<file path="src/logic/zcd_defines.vh">
/*
 * register map, field positions and reset values of the zero-cross logic.
 * assumes an apb slave with 32-bit data, one aligned word per register.
 */
`ifndef ZCD_DEFINES_VH
`define ZCD_DEFINES_VH

`define ZCD_ADDR_W          8
`define ZCD_OFF_CTRL        8'h00
`define ZCD_OFF_STATUS      8'h04
`define ZCD_OFF_MASK        8'h08
`define ZCD_OFF_SYS         8'h0C

`define ZCD_BIT_SW_EN       7
`define ZCD_BIT_OUT         5
`define ZCD_BIT_INV         4
`define ZCD_BIT_RISE_EN     1
`define ZCD_BIT_FALL_EN     0
`define ZCD_CTRL_WMASK      8'h93
`define ZCD_CTRL_RST        8'h00

`define ZCD_BIT_FLAG        0
`define ZCD_BIT_IE          0
`define ZCD_BIT_PMD         0
`define ZCD_BIT_PERIPHERAL_IRQ_ENABLE        1
`define ZCD_BIT_GIE         2
`define ZCD_BIT_PRIO        3
`define ZCD_BIT_PRIO_EN     4
`define ZCD_SYS_RST         5'h00

`endif

</file>
<file path="src/logic/zcd_logic.v">
/*
 * zero-cross detector control: enable, pin ownership, polarity, edge
 * interrupts, interrupt flag, apb register slave.
 * assumes the analog front end reports sink-active on sense_sink, async.
 */
// Design decisions made here: the register offsets and register access over APB.
// What this block does
// - current action and interrupts keep running in sleep
// - fuse clear: detector always on once the fuse is caught after reset release
// - fuse set: software enable bit 7 enables
// - enabled forces pin; else pps/direction own it
// - output bit 5: sinking reads one, inverted by polarity
// - polarity bit 4 inverts the logic output
// - rise enable bit 1 sets flag on rising
// - fall enable bit 0 sets flag on falling
// - module disable bit off, unless fuse forces on
// - bits 6, 3, 2 read zero, ignore writes
// - flag cleared by software; new edge wins
// - polarity change counts as output transition
// - request needs flag, ie, peripheral_irq_enable, gie; priority selects
`timescale 1ns/1ns
`include "zcd_defines.vh"

module zcd_logic (
    input  wire                   core_clk,
    input  wire                   rstn,
    input  wire                   psel,
    input  wire                   penable,
    input  wire                   pwrite,
    input  wire [31:0]            paddr,
    input  wire [31:0]            pwdata,
    output reg  [31:0]            prdata,
    output reg                    pready,
    output reg                    pslverr,
    input  wire                   fuse_disable,
    input  wire                   sense_sink,
    input  wire                   pps_pin_oe,
    input  wire                   pps_pin_out,
    output reg                    detector_active,
    output reg                    pin_oe,
    output reg                    pin_out,
    output reg                    logic_out,
    output reg                    irq,
    output reg                    irq_high,
    output reg                    irq_low
);

    reg  [7:0]  ctrl_reg;
    reg         flag_reg;
    reg         ie_reg;
    reg  [4:0]  sys_reg;
    reg         fuse_reg;
    reg         fuse_seen_reg;
    reg  [2:0]  sync_reg;
    reg         sink_reg;
    reg         out_prev_reg;
    reg         ena_prev_reg;
    reg         inv_prev_reg;

    wire        wr_acc;
    wire        rd_acc;
    wire        addr_ok;
    wire        enabled;
    wire        out_now;
    wire        rise_ev;
    wire        fall_ev;
    wire        pol_chg;
    wire        edge_set;
    wire        flag_clr;
    wire        req;
    wire [7:0]  ctrl_rd;

    assign wr_acc  = psel & penable & pwrite;
    assign rd_acc  = psel & penable & ~pwrite;
    assign addr_ok = (paddr[7:0] == `ZCD_OFF_CTRL) | (paddr[7:0] == `ZCD_OFF_STATUS) |
                     (paddr[7:0] == `ZCD_OFF_MASK) | (paddr[7:0] == `ZCD_OFF_SYS);

    // fuse strap caught once after reset release, never under reset
    // reads as off until caught, so the pin is never grabbed for one stray cycle
    always @(posedge core_clk or negedge rstn) begin
        if (!rstn) begin
            fuse_reg      <= 1'b1;
            fuse_seen_reg <= 1'b0;
        end else if (!fuse_seen_reg) begin
            fuse_reg      <= fuse_disable;
            fuse_seen_reg <= 1'b1;
        end
    end

    // fuse clear wins over both software enable and module disable
    assign enabled = ~fuse_reg | (ctrl_reg[`ZCD_BIT_SW_EN] & ~sys_reg[`ZCD_BIT_PMD]);

    // three stages; second and third must agree before sink level moves
    always @(posedge core_clk or negedge rstn) begin
        if (!rstn) begin
            sync_reg <= 3'b000;
            sink_reg <= 1'b0;
        end else begin
            sync_reg <= {sync_reg[1:0], sense_sink};
            if (sync_reg[1] == sync_reg[2]) begin
                sink_reg <= sync_reg[2];
            end
        end
    end

    // no clock gating for sleep: logic is always clocked, so it runs on
    assign out_now = sink_reg ^ ctrl_reg[`ZCD_BIT_INV];

    // polarity flips the output too, so it is caught by the same edge detect
    // a polarity write counts even while the detector is off
    assign pol_chg  = ctrl_reg[`ZCD_BIT_INV] ^ inv_prev_reg;
    assign rise_ev  = ((enabled & ena_prev_reg) | pol_chg) & ~out_prev_reg & out_now;
    assign fall_ev  = ((enabled & ena_prev_reg) | pol_chg) & out_prev_reg & ~out_now;
    assign edge_set = (rise_ev & ctrl_reg[`ZCD_BIT_RISE_EN]) |
                      (fall_ev & ctrl_reg[`ZCD_BIT_FALL_EN]);
    assign flag_clr = rd_acc & (paddr[7:0] == `ZCD_OFF_STATUS);

    always @(posedge core_clk or negedge rstn) begin
        if (!rstn) begin
            out_prev_reg <= 1'b0;
            ena_prev_reg <= 1'b0;
            inv_prev_reg <= 1'b0;
        end else begin
            out_prev_reg <= out_now;
            ena_prev_reg <= enabled;
            inv_prev_reg <= ctrl_reg[`ZCD_BIT_INV];
        end
    end

    // set beats the read-clear in the same cycle
    always @(posedge core_clk or negedge rstn) begin
        if (!rstn) begin
            flag_reg <= 1'b0;
        end else if (edge_set) begin
            flag_reg <= 1'b1;
        end else if (flag_clr) begin
            flag_reg <= 1'b0;
        end
    end

    // register writes take effect on the access edge
    always @(posedge core_clk or negedge rstn) begin
        if (!rstn) begin
            ctrl_reg <= `ZCD_CTRL_RST;
            ie_reg   <= 1'b0;
            sys_reg  <= `ZCD_SYS_RST;
        end else if (wr_acc) begin
            case (paddr[7:0])
                `ZCD_OFF_CTRL: begin
                    ctrl_reg <= pwdata[7:0] & `ZCD_CTRL_WMASK;
                end
                `ZCD_OFF_MASK: begin
                    ie_reg <= pwdata[`ZCD_BIT_IE];
                end
                `ZCD_OFF_SYS: begin
                    sys_reg <= pwdata[4:0];
                end
                default: begin
                    ie_reg <= ie_reg;
                end
            endcase
        end
    end

    // output bit is live; stored bit 5 is always zero by the write mask
    assign ctrl_rd = {ctrl_reg[7:6], out_now, ctrl_reg[4:0]};

    assign req = flag_reg & ie_reg & sys_reg[`ZCD_BIT_PERIPHERAL_IRQ_ENABLE] & sys_reg[`ZCD_BIT_GIE];

    // zero-wait slave: pready rises in the access cycle itself
    always @(posedge core_clk or negedge rstn) begin
        if (!rstn) begin
            prdata  <= 32'h00000000;
            pready  <= 1'b0;
            pslverr <= 1'b0;
        end else begin
            pready  <= psel & ~penable;
            pslverr <= psel & ~penable & ~addr_ok;
            prdata  <= 32'h00000000;
            if (psel & ~penable & ~pwrite) begin
                case (paddr[7:0])
                    `ZCD_OFF_CTRL:   prdata <= {24'h000000, ctrl_rd};
                    `ZCD_OFF_STATUS: prdata <= {31'h00000000, flag_reg | edge_set};
                    `ZCD_OFF_MASK:   prdata <= {31'h00000000, ie_reg};
                    `ZCD_OFF_SYS:    prdata <= {27'h0000000, sys_reg};
                    default:         prdata <= 32'h00000000;
                endcase
            end
        end
    end

    // pin owned by the detector while enabled, else by pps and direction
    always @(posedge core_clk or negedge rstn) begin
        if (!rstn) begin
            detector_active <= 1'b0;
            pin_oe          <= 1'b0;
            pin_out         <= 1'b0;
            logic_out       <= 1'b0;
            irq             <= 1'b0;
            irq_high        <= 1'b0;
            irq_low         <= 1'b0;
        end else begin
            detector_active <= enabled;
            pin_oe          <= ~enabled & pps_pin_oe;
            pin_out         <= ~enabled & pps_pin_out;
            logic_out       <= out_now;
            irq             <= req;
            // without priority mode every request is high priority
            irq_high        <= req & (~sys_reg[`ZCD_BIT_PRIO_EN] | sys_reg[`ZCD_BIT_PRIO]);
            irq_low         <= req & sys_reg[`ZCD_BIT_PRIO_EN] & ~sys_reg[`ZCD_BIT_PRIO];
        end
    end

endmodule // zcd_logic

</file>
<file path="config.mk">
export PLATFORM = sky130hd
export DESIGN_NAME = zcd_logic
export DESIGN_NICKNAME = d
export VERILOG_FILES = /design/src/logic/zcd_logic.v
export VERILOG_INCLUDE_DIRS = /design/src /design/src/logic
export SDC_FILE = /design/constraint.sdc
export NUM_CORES = 1
export LEC_CHECK = 0
export BUFFER_PORTS_ARGS = -buffer_cell sky130_fd_sc_hd__clkbuf_2
export CAP_MARGIN = 5
export CORE_AREA = 2 2 69 71
export DETAILED_ROUTE_END_ITERATION = 12
export DIE_AREA = 0 0 71 73
export HOLD_SLACK_MARGIN = 0.06
export PLACE_DENSITY = 0.71
export RECOVER_POWER = 25
export SLEW_MARGIN = 25
export SYNTH_ARGS = -nofsm -noshare
export SYNTH_HDL_FRONTEND = slang
export SYNTH_SLANG_ARGS = --single-unit
</file>
<file path="constraint.sdc">
create_clock -name core_clk -period 1.65 [get_ports core_clk]
set_input_delay 0.165 -clock core_clk [delete_from_list [all_inputs] [get_ports core_clk]]
set_output_delay 0.165 -clock core_clk [all_outputs]
set_load 0.02 [all_outputs]
</file>
Word-level counts from Yosys, hierarchy flattened
Cells that the tools add are included.

Flip-flop bits (word level): 59. Bits of input ports: 73. Output and inout bits: 41. Logic and storage cells: 75.

Equal/unequal tests: 4. Mux-type cells: 4. Bitwise operators: 43. Reduce and logical (&&, ||, !) cells: 5.

Operators by type and width (number): 32-bit two-way mux (1); 8-bit one-hot mux with 4 select lines (1); 1-bit bitwise AND (23); 8-bit by 4-bit == test with 1-bit output (second input constant) (2); 1-bit NOT (10); 8-bit by 3-bit == test with 1-bit output (second input constant) (1); 8-bit zero test (1); 1-bit bitwise OR (8); 2-bit AND reduction (3); 1-bit two-way mux (2); 2-bit nonzero test (1); 1-bit XOR (2); 1-bit == test (1).

Logic depth before layout (Yosys ltp)
Gate-level depths: netlist of run 1.

Depth after elaboration: 12. Mapped depth: 6. Depth with buffers taken out: 6.

Worst setup path after synthesis of run 1
Ideal clock, no wire load.

Path kind: input to register. Start: in paddr[7]. End: reg sys_reg[0]. Setup time: 0.125 ns. Arrival: 1.188 ns. Data required time: 1.525 ns. Setup slack: 0.337 ns. Stages: 5. Path buffers: 0. Path through: nor4_2 nand2_2 nor2_4 nand3_4 mux2_4.

Word-level cells in the longest chain between the ends: 2.

RTL lines: start: declaration (RTL line zcd_logic.v:30) `input wire [31:0] paddr,`; 8-bit by 4-bit == test with 1-bit output (RTL line zcd_logic.v:148) `case (paddr[7:0])`; 2-bit AND reduction (no line); end signal: assignment (RTL line zcd_logic.v:146) `` sys_reg <= `ZCD_SYS_RST; ``; end signal: assignment (RTL line zcd_logic.v:156) `sys_reg <= pwdata[4:0];`; end: declaration (RTL line zcd_logic.v:51) `reg [4:0] sys_reg;`.

No other way between the ends. A chain may end at the register's enable or synchronous reset.

Worst setup path in the final report of run 1
Start: reg sink_reg. End: reg prdata[0].

Word-level cells in the longest chain between the ends: 8. Elaborated cells between the ends (all ways): 10. Classes of those cells: mux (2); bitwise (8).

RTL lines: start: declaration (RTL line zcd_logic.v:55) `reg sink_reg;`; start signal: assignment (RTL line zcd_logic.v:101) `sink_reg <= sync_reg[2];`; 1-bit XOR (*) (RTL line zcd_logic.v:107) `` assign out_now = sink_reg ^ ctrl_reg[`ZCD_BIT_INV]; ``; named net out_now (RTL line zcd_logic.v:64) `wire out_now;`; 1-bit NOT (RTL line zcd_logic.v:113) `assign fall_ev = ((enabled & ena_prev_reg) | pol_chg) & out_prev_reg & ~out_now;`; 1-bit bitwise AND (RTL line zcd_logic.v:113); 1-bit bitwise AND (RTL line zcd_logic.v:115) `` (fall_ev & ctrl_reg[`ZCD_BIT_FALL_EN]); ``; 1-bit bitwise OR (*) (RTL line zcd_logic.v:114) `` assign edge_set = (rise_ev & ctrl_reg[`ZCD_BIT_RISE_EN]) | ``; 1-bit bitwise OR (*) (RTL line zcd_logic.v:183) `` `ZCD_OFF_STATUS: prdata <= {31'h00000000, flag_reg | edge_set}; ``; 8-bit one-hot mux with 4 select lines (*) (RTL line zcd_logic.v:181) `case (paddr[7:0])`; 32-bit two-way mux (*) (RTL line zcd_logic.v:180) `if (psel & ~penable & ~pwrite) begin`; end signal: assignment (RTL line zcd_logic.v:182) `` `ZCD_OFF_CTRL: prdata <= {24'h000000, ctrl_rd}; ``; end signal: assignment (RTL line zcd_logic.v:183); end signal: assignment (RTL line zcd_logic.v:184) `` `ZCD_OFF_MASK: prdata <= {31'h00000000, ie_reg}; ``; end: declaration (RTL line zcd_logic.v:32) `output reg [31:0] prdata,`.

Mark *: on every way through the listed nets, which the timed path passes. The rest lies on a longest branch.

==> results of run 1 <==
==> metal layers <==
metal / up-vias / global-route usage (%)
li1: 465 / -
met1: 456 / 12.54
met2: 54 / 15.37
met3: 6 / 4.282
met4: 0 / 5.660
met5: - / 0
==> area by class of cell <==
class | instances | area (um2) | share of cell area, %
multi-input combinational | 82 | 555.5 | 30.43
sequential | 34 | 852.1 | 46.68
tap | 54 | 67.56 | 3.701
timing repair buffer | 43 | 225.2 | 12.34
clock inverter | 1 | 5.005 | 0.2742
inverter | 9 | 33.78 | 1.851
clock buffer | 7 | 86.33 | 4.729
==> critical path, cell delays in order, from the launching register on <==
cell	delay (ps)
dfrtp_1	390
xnor2_1	150
buf_4	150
inv_2	40
nand3b_1	70
a22oi_1	270
o21ai_1	120
a21oi_2	150
==> cell families after synthesis <==
kind of cell             Yosys count  share of synthesized area, %
AO/OA/AOI/OAI                     11                         4.712
XOR/XNOR                           2                         1.118
adder cells (fa/ha/maj)            1                        0.6390
buffers and inverters             37                         15.50
flip-flops                        34                         54.39
multiplexers                      12                         9.824
other                              2                        0.4794
AND/OR/NAND/NOR                   30                         13.34
==> metrics by stage <==
| step | setup WS, ps | power [mW] | std cells | area, um2 |
|---|---|---|---|---|
| detailed placement | 81.10 | 1.073 | 220 | 1728 |
| finish | 246.3 | 1.679 | 230 | 1826 |
| global route | 107.6 | 1.754 | 230 | 1826 |
| global placement | 139.1 | 1.070 | 220 | 1728 |
| floorplan | 337.0 | 1.046 | 153 | 1657 |
| CTS | 227.5 | 1.702 | 230 | 1839 |
==> worst max-delay path by stage <==
stage / from / endpoint / cells past startpoint
finish: sink_reg$_DFFE_PN0N_ / prdata[0]$_DFF_PN0_ / 7
floorplan: paddr[7] / sys_reg[0]$_DFFE_PN0P_ / 5
CTS: sink_reg$_DFFE_PN0N_ / prdata[0]$_DFF_PN0_ / 7
detailed placement: paddr[7] / prdata[2]$_DFF_PN0_ / 5
global placement: paddr[7] / prdata[5]$_DFF_PN0_ / 5
global route: ctrl_reg[4]$_DFFE_PN0P_ / prdata[0]$_DFF_PN0_ / 7
==> timing repair <==
item                      4_1_cts  5_1_grt
hold endpoints to repair       34        0
hold buffers                    2        0
gates resized for setup         0        0
==> report_power, final <==
group	switching, mW	leakage, nW	internal, mW
registers	0.0149	0.450	0.862
clock network	0.288	0.0482	0.336
logic	0.126	0.443	0.0532
==> cells in the final DEF, fill, tap and decap left out, drive strengths merged <==
cell type / netlist / routed
a21oi: 5 / 5
a22oi: 2 / 2
and3: 1 / 1
buf: 28 / 1
clkbuf: 0 / 47
clkinv: 0 / 2
conb: 2 / 26
dfrtp: 33 / 33
dfstp: 1 / 1
dlygate4sd3: 0 / 2
inv: 9 / 8
maj3: 1 / 1
mux2: 12 / 12
nand2: 5 / 5
nand2b: 2 / 2
nand3: 6 / 6
nand3b: 2 / 2
nand4: 1 / 1
nor2: 5 / 5
nor2b: 2 / 2
nor3: 2 / 2
nor4: 3 / 3
o21ai: 3 / 3
o31ai: 1 / 1
or3: 1 / 1
xnor2: 2 / 2
==> impl_metrics.py, run 1 <==
metrics = {
    "status": {
        "status": "complete, no violations",
    },
    "global_route": {
        "grt_max_degree": 35,
        "grt_pass1_wl_um": 3988,
        "overflow": 0,
        "track_usage_pct": 10.26,
        "antenna_found_initial": 0,
        "first_global_vias": 840,
    },
    "job": {
        "drv_cap": 0,
    },
    "clock_tree": {
        "cts_root_buf": "clkbuf_8",
        "cts_buffers": 5,
        "insertion_delay_ps": 290,
        "cts_setup_buffers": 0,
        "cts.sinks": 34,
        "htree_levels": 2,
        "cts_tree": "yes",
        "cts_buffer_depth": 2,
        "cts.reportedPaths.clkPinSlew_ps": 60,
    },
    "floorplanning": {
        "core_um2": 4536,
        "ios": 114,
        "initial_core_util_pct": 34.54,
        "fp.dieW_um": 71,
        "row_count": 25,
        "dieHeight_um": 73,
        "die-area_um2": 5183,
    },
    "critical_path": {
        "rr_startpoint": "sink_reg$_DFFE_PN0N_",
        "worstSetupStartpointType": "register",
        "r2r-end": "prdata[0]$_DFF_PN0_",
        "r2r_cells": 7,
        "end_kind": "register",
        "cp.required_ps": 1860,
        "timing.reg2reg.setup_slack_ps": 250,
        "worstSetupPathType": "register to register",
        "cp_max_fo": 2,
        "arrival_ps": 1610,
    },
    "place": {
        "io_buffers": 38,
        "place_congestion": 0.7427,
        "place_hpwl_um": 1912,
    },
    "timing": {
        "rsz0062_at_grt": "no",
        "timing.final.crit_share_pct": 85.07,
        "fin_crit_ps": 1404,
        "fin_skew_ps": 6.981,
        "max_slew_margin_pct": 45.80,
        "finalSetupViolCount": 0,
        "hold_ws_ps": 69.94,
        "timing.fmax_ghz": 0.7124,
        "hold_viol": 0,
        "maxSlewViolCount": 0,
        "tns_ps": 0,
        "tightest_slew_ps": 813.0,
    },
    "synth": {
        "yosysTopAreaCellShare_pct": 52.72,
        "synth_top_cell_by_area": "dfrtp_1",
        "synth_commonest_cells": "dfrtp_1, buf_4, inv_1, mux2_1",
        "synthArstFlopShare_pct": 100.0,
        "ys_seq_elements": 34,
        "synth_most_common_cell": "dfrtp_1",
        "netlist_area_um2": 1567,
        "synth.area.top_cells": "dfrtp_1, buf_4, mux2_4",
        "synth_flop_cell": "dfrtp_1",
        "synth_edf_count": 0,
        "avgSynthCellArea_um2": 12.14,
        "ys_types": 32,
        "yosysWarnings": 0,
        "synth_cells": 129,
        "ys_seq_area_share_pct": 54.39,
    },
    "finish": {
        "largest_reg_flops": 7,
        "area_growth_pct": 16.53,
        "drive_gt1_share_pct": 36.36,
        "final_util_pct": 40.25,
        "diodes": 0,
        "layout.nets": 248,
        "n_fill_cell": 437,
    },
    "detailed_routing": {
        "drc_errors": 0,
        "routed-wl-met2_um": 1184,
        "finalWirelength_um": 2550,
        "dr.pass1.iters": 4,
        "vias": 981,
        "drt-met1-wl_um": 1054,
        "routed_via_density": 4.265,
        "drtIter0Drc": 62,
        "ant_nets": 0,
        "top_layer": "met4",
        "wl_per_cell_um": 11.09,
        "met3WireLength_um": 246,
    },
    "min_path": {
        "hold_path_class": "primary input to register",
        "min_delay_worst_endpoint": "pin_out$_DFF_PN0_",
        "holdPathStages": 3,
        "min-delay-start": "pps_pin_out",
    },
    "power_and_ir_drop": {
        "p_leak_nw": 0.9413,
        "power.density_nw_per_um2": 920.0,
        "peakVddDrop_v": 0.0002932,
    },
}
(Power assumes the default switching activity.)
==> inputs of run 2 (changes only) <==
--- a/config.mk
+++ b/config.mk
@@ -9,7 +9,7 @@
 export BUFFER_PORTS_ARGS = -buffer_cell sky130_fd_sc_hd__clkbuf_2
 export CAP_MARGIN = 5
-export CORE_AREA = 2 2 69 71
+export CORE_AREA = 8 8 75 77
 export DETAILED_ROUTE_END_ITERATION = 12
-export DIE_AREA = 0 0 71 73
+export DIE_AREA = 0 0 83 85
 export HOLD_SLACK_MARGIN = 0.06
 export PLACE_DENSITY = 0.71
==> constraint.sdc (replaced) <==
create_clock -name core_clk -period 1.65 [get_ports core_clk]
set_input_delay 0.165 -clock core_clk [delete_from_list [all_inputs] [get_ports core_clk]]
set_output_delay 0.165 -clock core_clk [all_outputs]
set_load 0.01 [all_outputs]
==> run 2 against run 1 <==
  * Register-to-register slack barely moved
  * Clock skew shrank 3.2 ps
  * Sequential power about the same
  * Cell area is 0.96% higher
  * First-iteration DRC count is 61% lower
  * Global-route usage fell by 1.5 points
  * Sequential share of layout area shrank 0.44 points
  * Highest routed layer unchanged
  * Setup slack worse by 1.5 ps
  * Count of clock-buffer cells in the layout unchanged
  * Die area is 36% higher
  * Critical endpoint unchanged
  * Power fell by 2.1%
  * Hold slack better by 7.4 ps
==> impl_metrics.py, run 2 (synthesis gave the netlist of run 1 again) <==
metrics = {
    "place": {
        "place_hpwl_um": 2339,
        "post_dp_cell_area_um2": 1735,
        "io_buffers": 38,
        "place_congestion": 0.7464,
    },
    "timing": {
        "timing.final.crit_share_pct": 85.16,
        "tns_ps": 0,
        "max_slew_margin_pct": 45.25,
        "finalSetupViolCount": 0,
        "rsz0062_at_grt": "no",
        "fin_crit_ps": 1405,
        "maxSlewViolCount": 0,
        "fin_skew_ps": 3.828,
        "timing.fmax_ghz": 0.7117,
        "hold_viol": 0,
        "tightest_slew_ps": 821.2,
    },
    "detailed_routing": {
        "vias": 985,
        "drc_errors": 0,
        "wl_per_cell_um": 12.84,
        "finalWirelength_um": 2979,
        "ant_nets": 0,
        "drtIter0Drc": 24,
        "routed_via_density": 4.246,
        "dr.pass1.iters": 4,
    },
    "critical_path": {
        "r2r-end": "prdata[0]$_DFF_PN0_",
        "cp.required_ps": 1860,
        "cp_num_cells": 7,
        "path_buf_inv": 2,
        "worstSetupPathType": "register to register",
        "worstSetupStartpointType": "register",
        "rr_startpoint": "sink_reg$_DFFE_PN0N_",
        "crit_slowest_cell": "dfrtp_1",
        "r2r_cells": 7,
        "crit_family": "compound AO/OA/AOI/OAI gates",
        "end_kind": "register",
        "timing.reg2reg.setup_slack_ps": 240,
        "startpoint": "sink_reg$_DFFE_PN0N_",
        "critPathMaxStageDelay_ps": 400,
        "cp_cell_sequence": "xnor2_1 > buf_4 > inv_2 > nand3b_1 > a22oi_1 > o21ai_1 > a21oi_2",
        "cp_max_fo": 2,
        "worstSetupEndpoint": "prdata[0]$_DFF_PN0_",
        "arrival_ps": 1610,
    },
    "power_and_ir_drop": {
        "p_leak_nw": 0.9503,
        "peakVddDrop_v": 0.0002531,
        "power.density_nw_per_um2": 891.9,
    },
    "finish": {
        "n_fill_cell": 437,
        "final_common_cell": "clkbuf_2",
        "final_cell_mix": "clkbuf_2, dfrtp_1, conb_1",
        "area_growth_pct": 17.65,
        "fin_area_um2": 1843,
        "largest_reg_flops": 7,
        "drive_gt1_share_pct": 36.52,
        "layout.nets": 250,
        "diodes": 0,
    },
    "clock_tree": {
        "cts_tree": "yes",
        "cts_setup_buffers": 0,
        "cts_root_buf": "clkbuf_8",
        "cts_buffer_depth": 2,
        "cts.reportedPaths.clkPinSlew_ps": 70,
        "insertion_delay_ps": 280,
        "cts.sinks": 34,
        "htree_levels": 2,
        "cts_buffers": 5,
    },
    "floorplanning": {
        "die-area_um2": 7055,
        "dieHeight_um": 85,
        "initial_core_util_pct": 34.54,
        "row_count": 25,
        "ios": 114,
        "fp.dieW_um": 83,
        "core_um2": 4536,
    },
    "global_route": {
        "track_usage_pct": 8.735,
        "antenna_found_initial": 0,
        "grt_pass1_wl_um": 4954,
        "first_global_vias": 1054,
        "grt_max_degree": 35,
        "overflow": 0,
    },
    "min_path": {
        "hold_path_class": "primary input to register",
    },
    "job": {
        "drv_cap": 0,
    },
    "status": {
        "status": "complete, no violations",
    },
}
[run 2: worst min-delay path by stage]
stage                      startpoint                      end  slack (ps)  cells past startpoint
after CTS                 pps_pin_out        pin_out$_DFF_PN0_          70                      3
final                     pps_pin_out        pin_out$_DFF_PN0_          80                      3
after global routing      pps_pin_out        pin_out$_DFF_PN0_          70                      3
after detailed placement         rstn         pin_oe$_DFF_PN0_         220                      2
after global placement           rstn         pin_oe$_DFF_PN0_         210                      2
after floorplan                  rstn  ctrl_reg[0]$_DFFE_PN0P_        -130                      0
[run 2: tightest hold or removal path: cells and delay by family]
family | cells | cell delay, ps
buf+inv | 2 | 120
simple gates | 1 | 40
[run 2: per-layer routing]
layer | share of wire (%) | global-route usage [%]
met5 | 0 | 0
met4 | 2.6 | 5.591
met3 | 8.5 | 4.502
met2 | 46 | 13.44
met1 | 43 | 9.258
[run 2: metrics by stage]
| step | util [%] | power (mW) | setup WS [ps] | instances | hold slack (ps) |
|---|---|---|---|---|---|
| CTS | 40.94 | 1.674 | 209.0 | 232 | 66.52 |
| global placement | 38.26 | 1.038 | 139.1 | 221 | 209.6 |
| global route | 40.63 | 1.726 | 110.8 | 232 | 68.76 |
| finish | 40.63 | 1.644 | 244.8 | 232 | 77.37 |
| floorplan | - | 1.011 | 337.0 | 153 | -130.6 |
| detailed placement | 38.26 | 1.042 | 92.32 | 221 | 217.5 |
[run 2: cell type report]
class	instances	area, um2	share of cell area, %
sequential	34	852.1	46.23
multi-input combinational	82	555.5	30.14
timing repair buffer	45	242.7	13.17
clock buffer	7	86.33	4.684
tap	54	67.56	3.666
inverter	9	33.78	1.833
clock inverter	1	5.005	0.2716
[run 2: where the power goes]
part	leakage (nW)	total, mW	switching, mW	internal, mW
combinational	0.452	0.151	0.0947	0.0563
sequential	0.450	0.877	0.0155	0.862
clock	0.0482	0.616	0.279	0.336
total	0.950	1.64	0.390	1.25
[run 2: repair_timing]
| item | in CTS | in global routing |
|---|---|---|
| resized for setup | 0 | 0 |
| endpoints found under the hold margin | 35 | 0 |
| hold buffers | 3 | 0 |
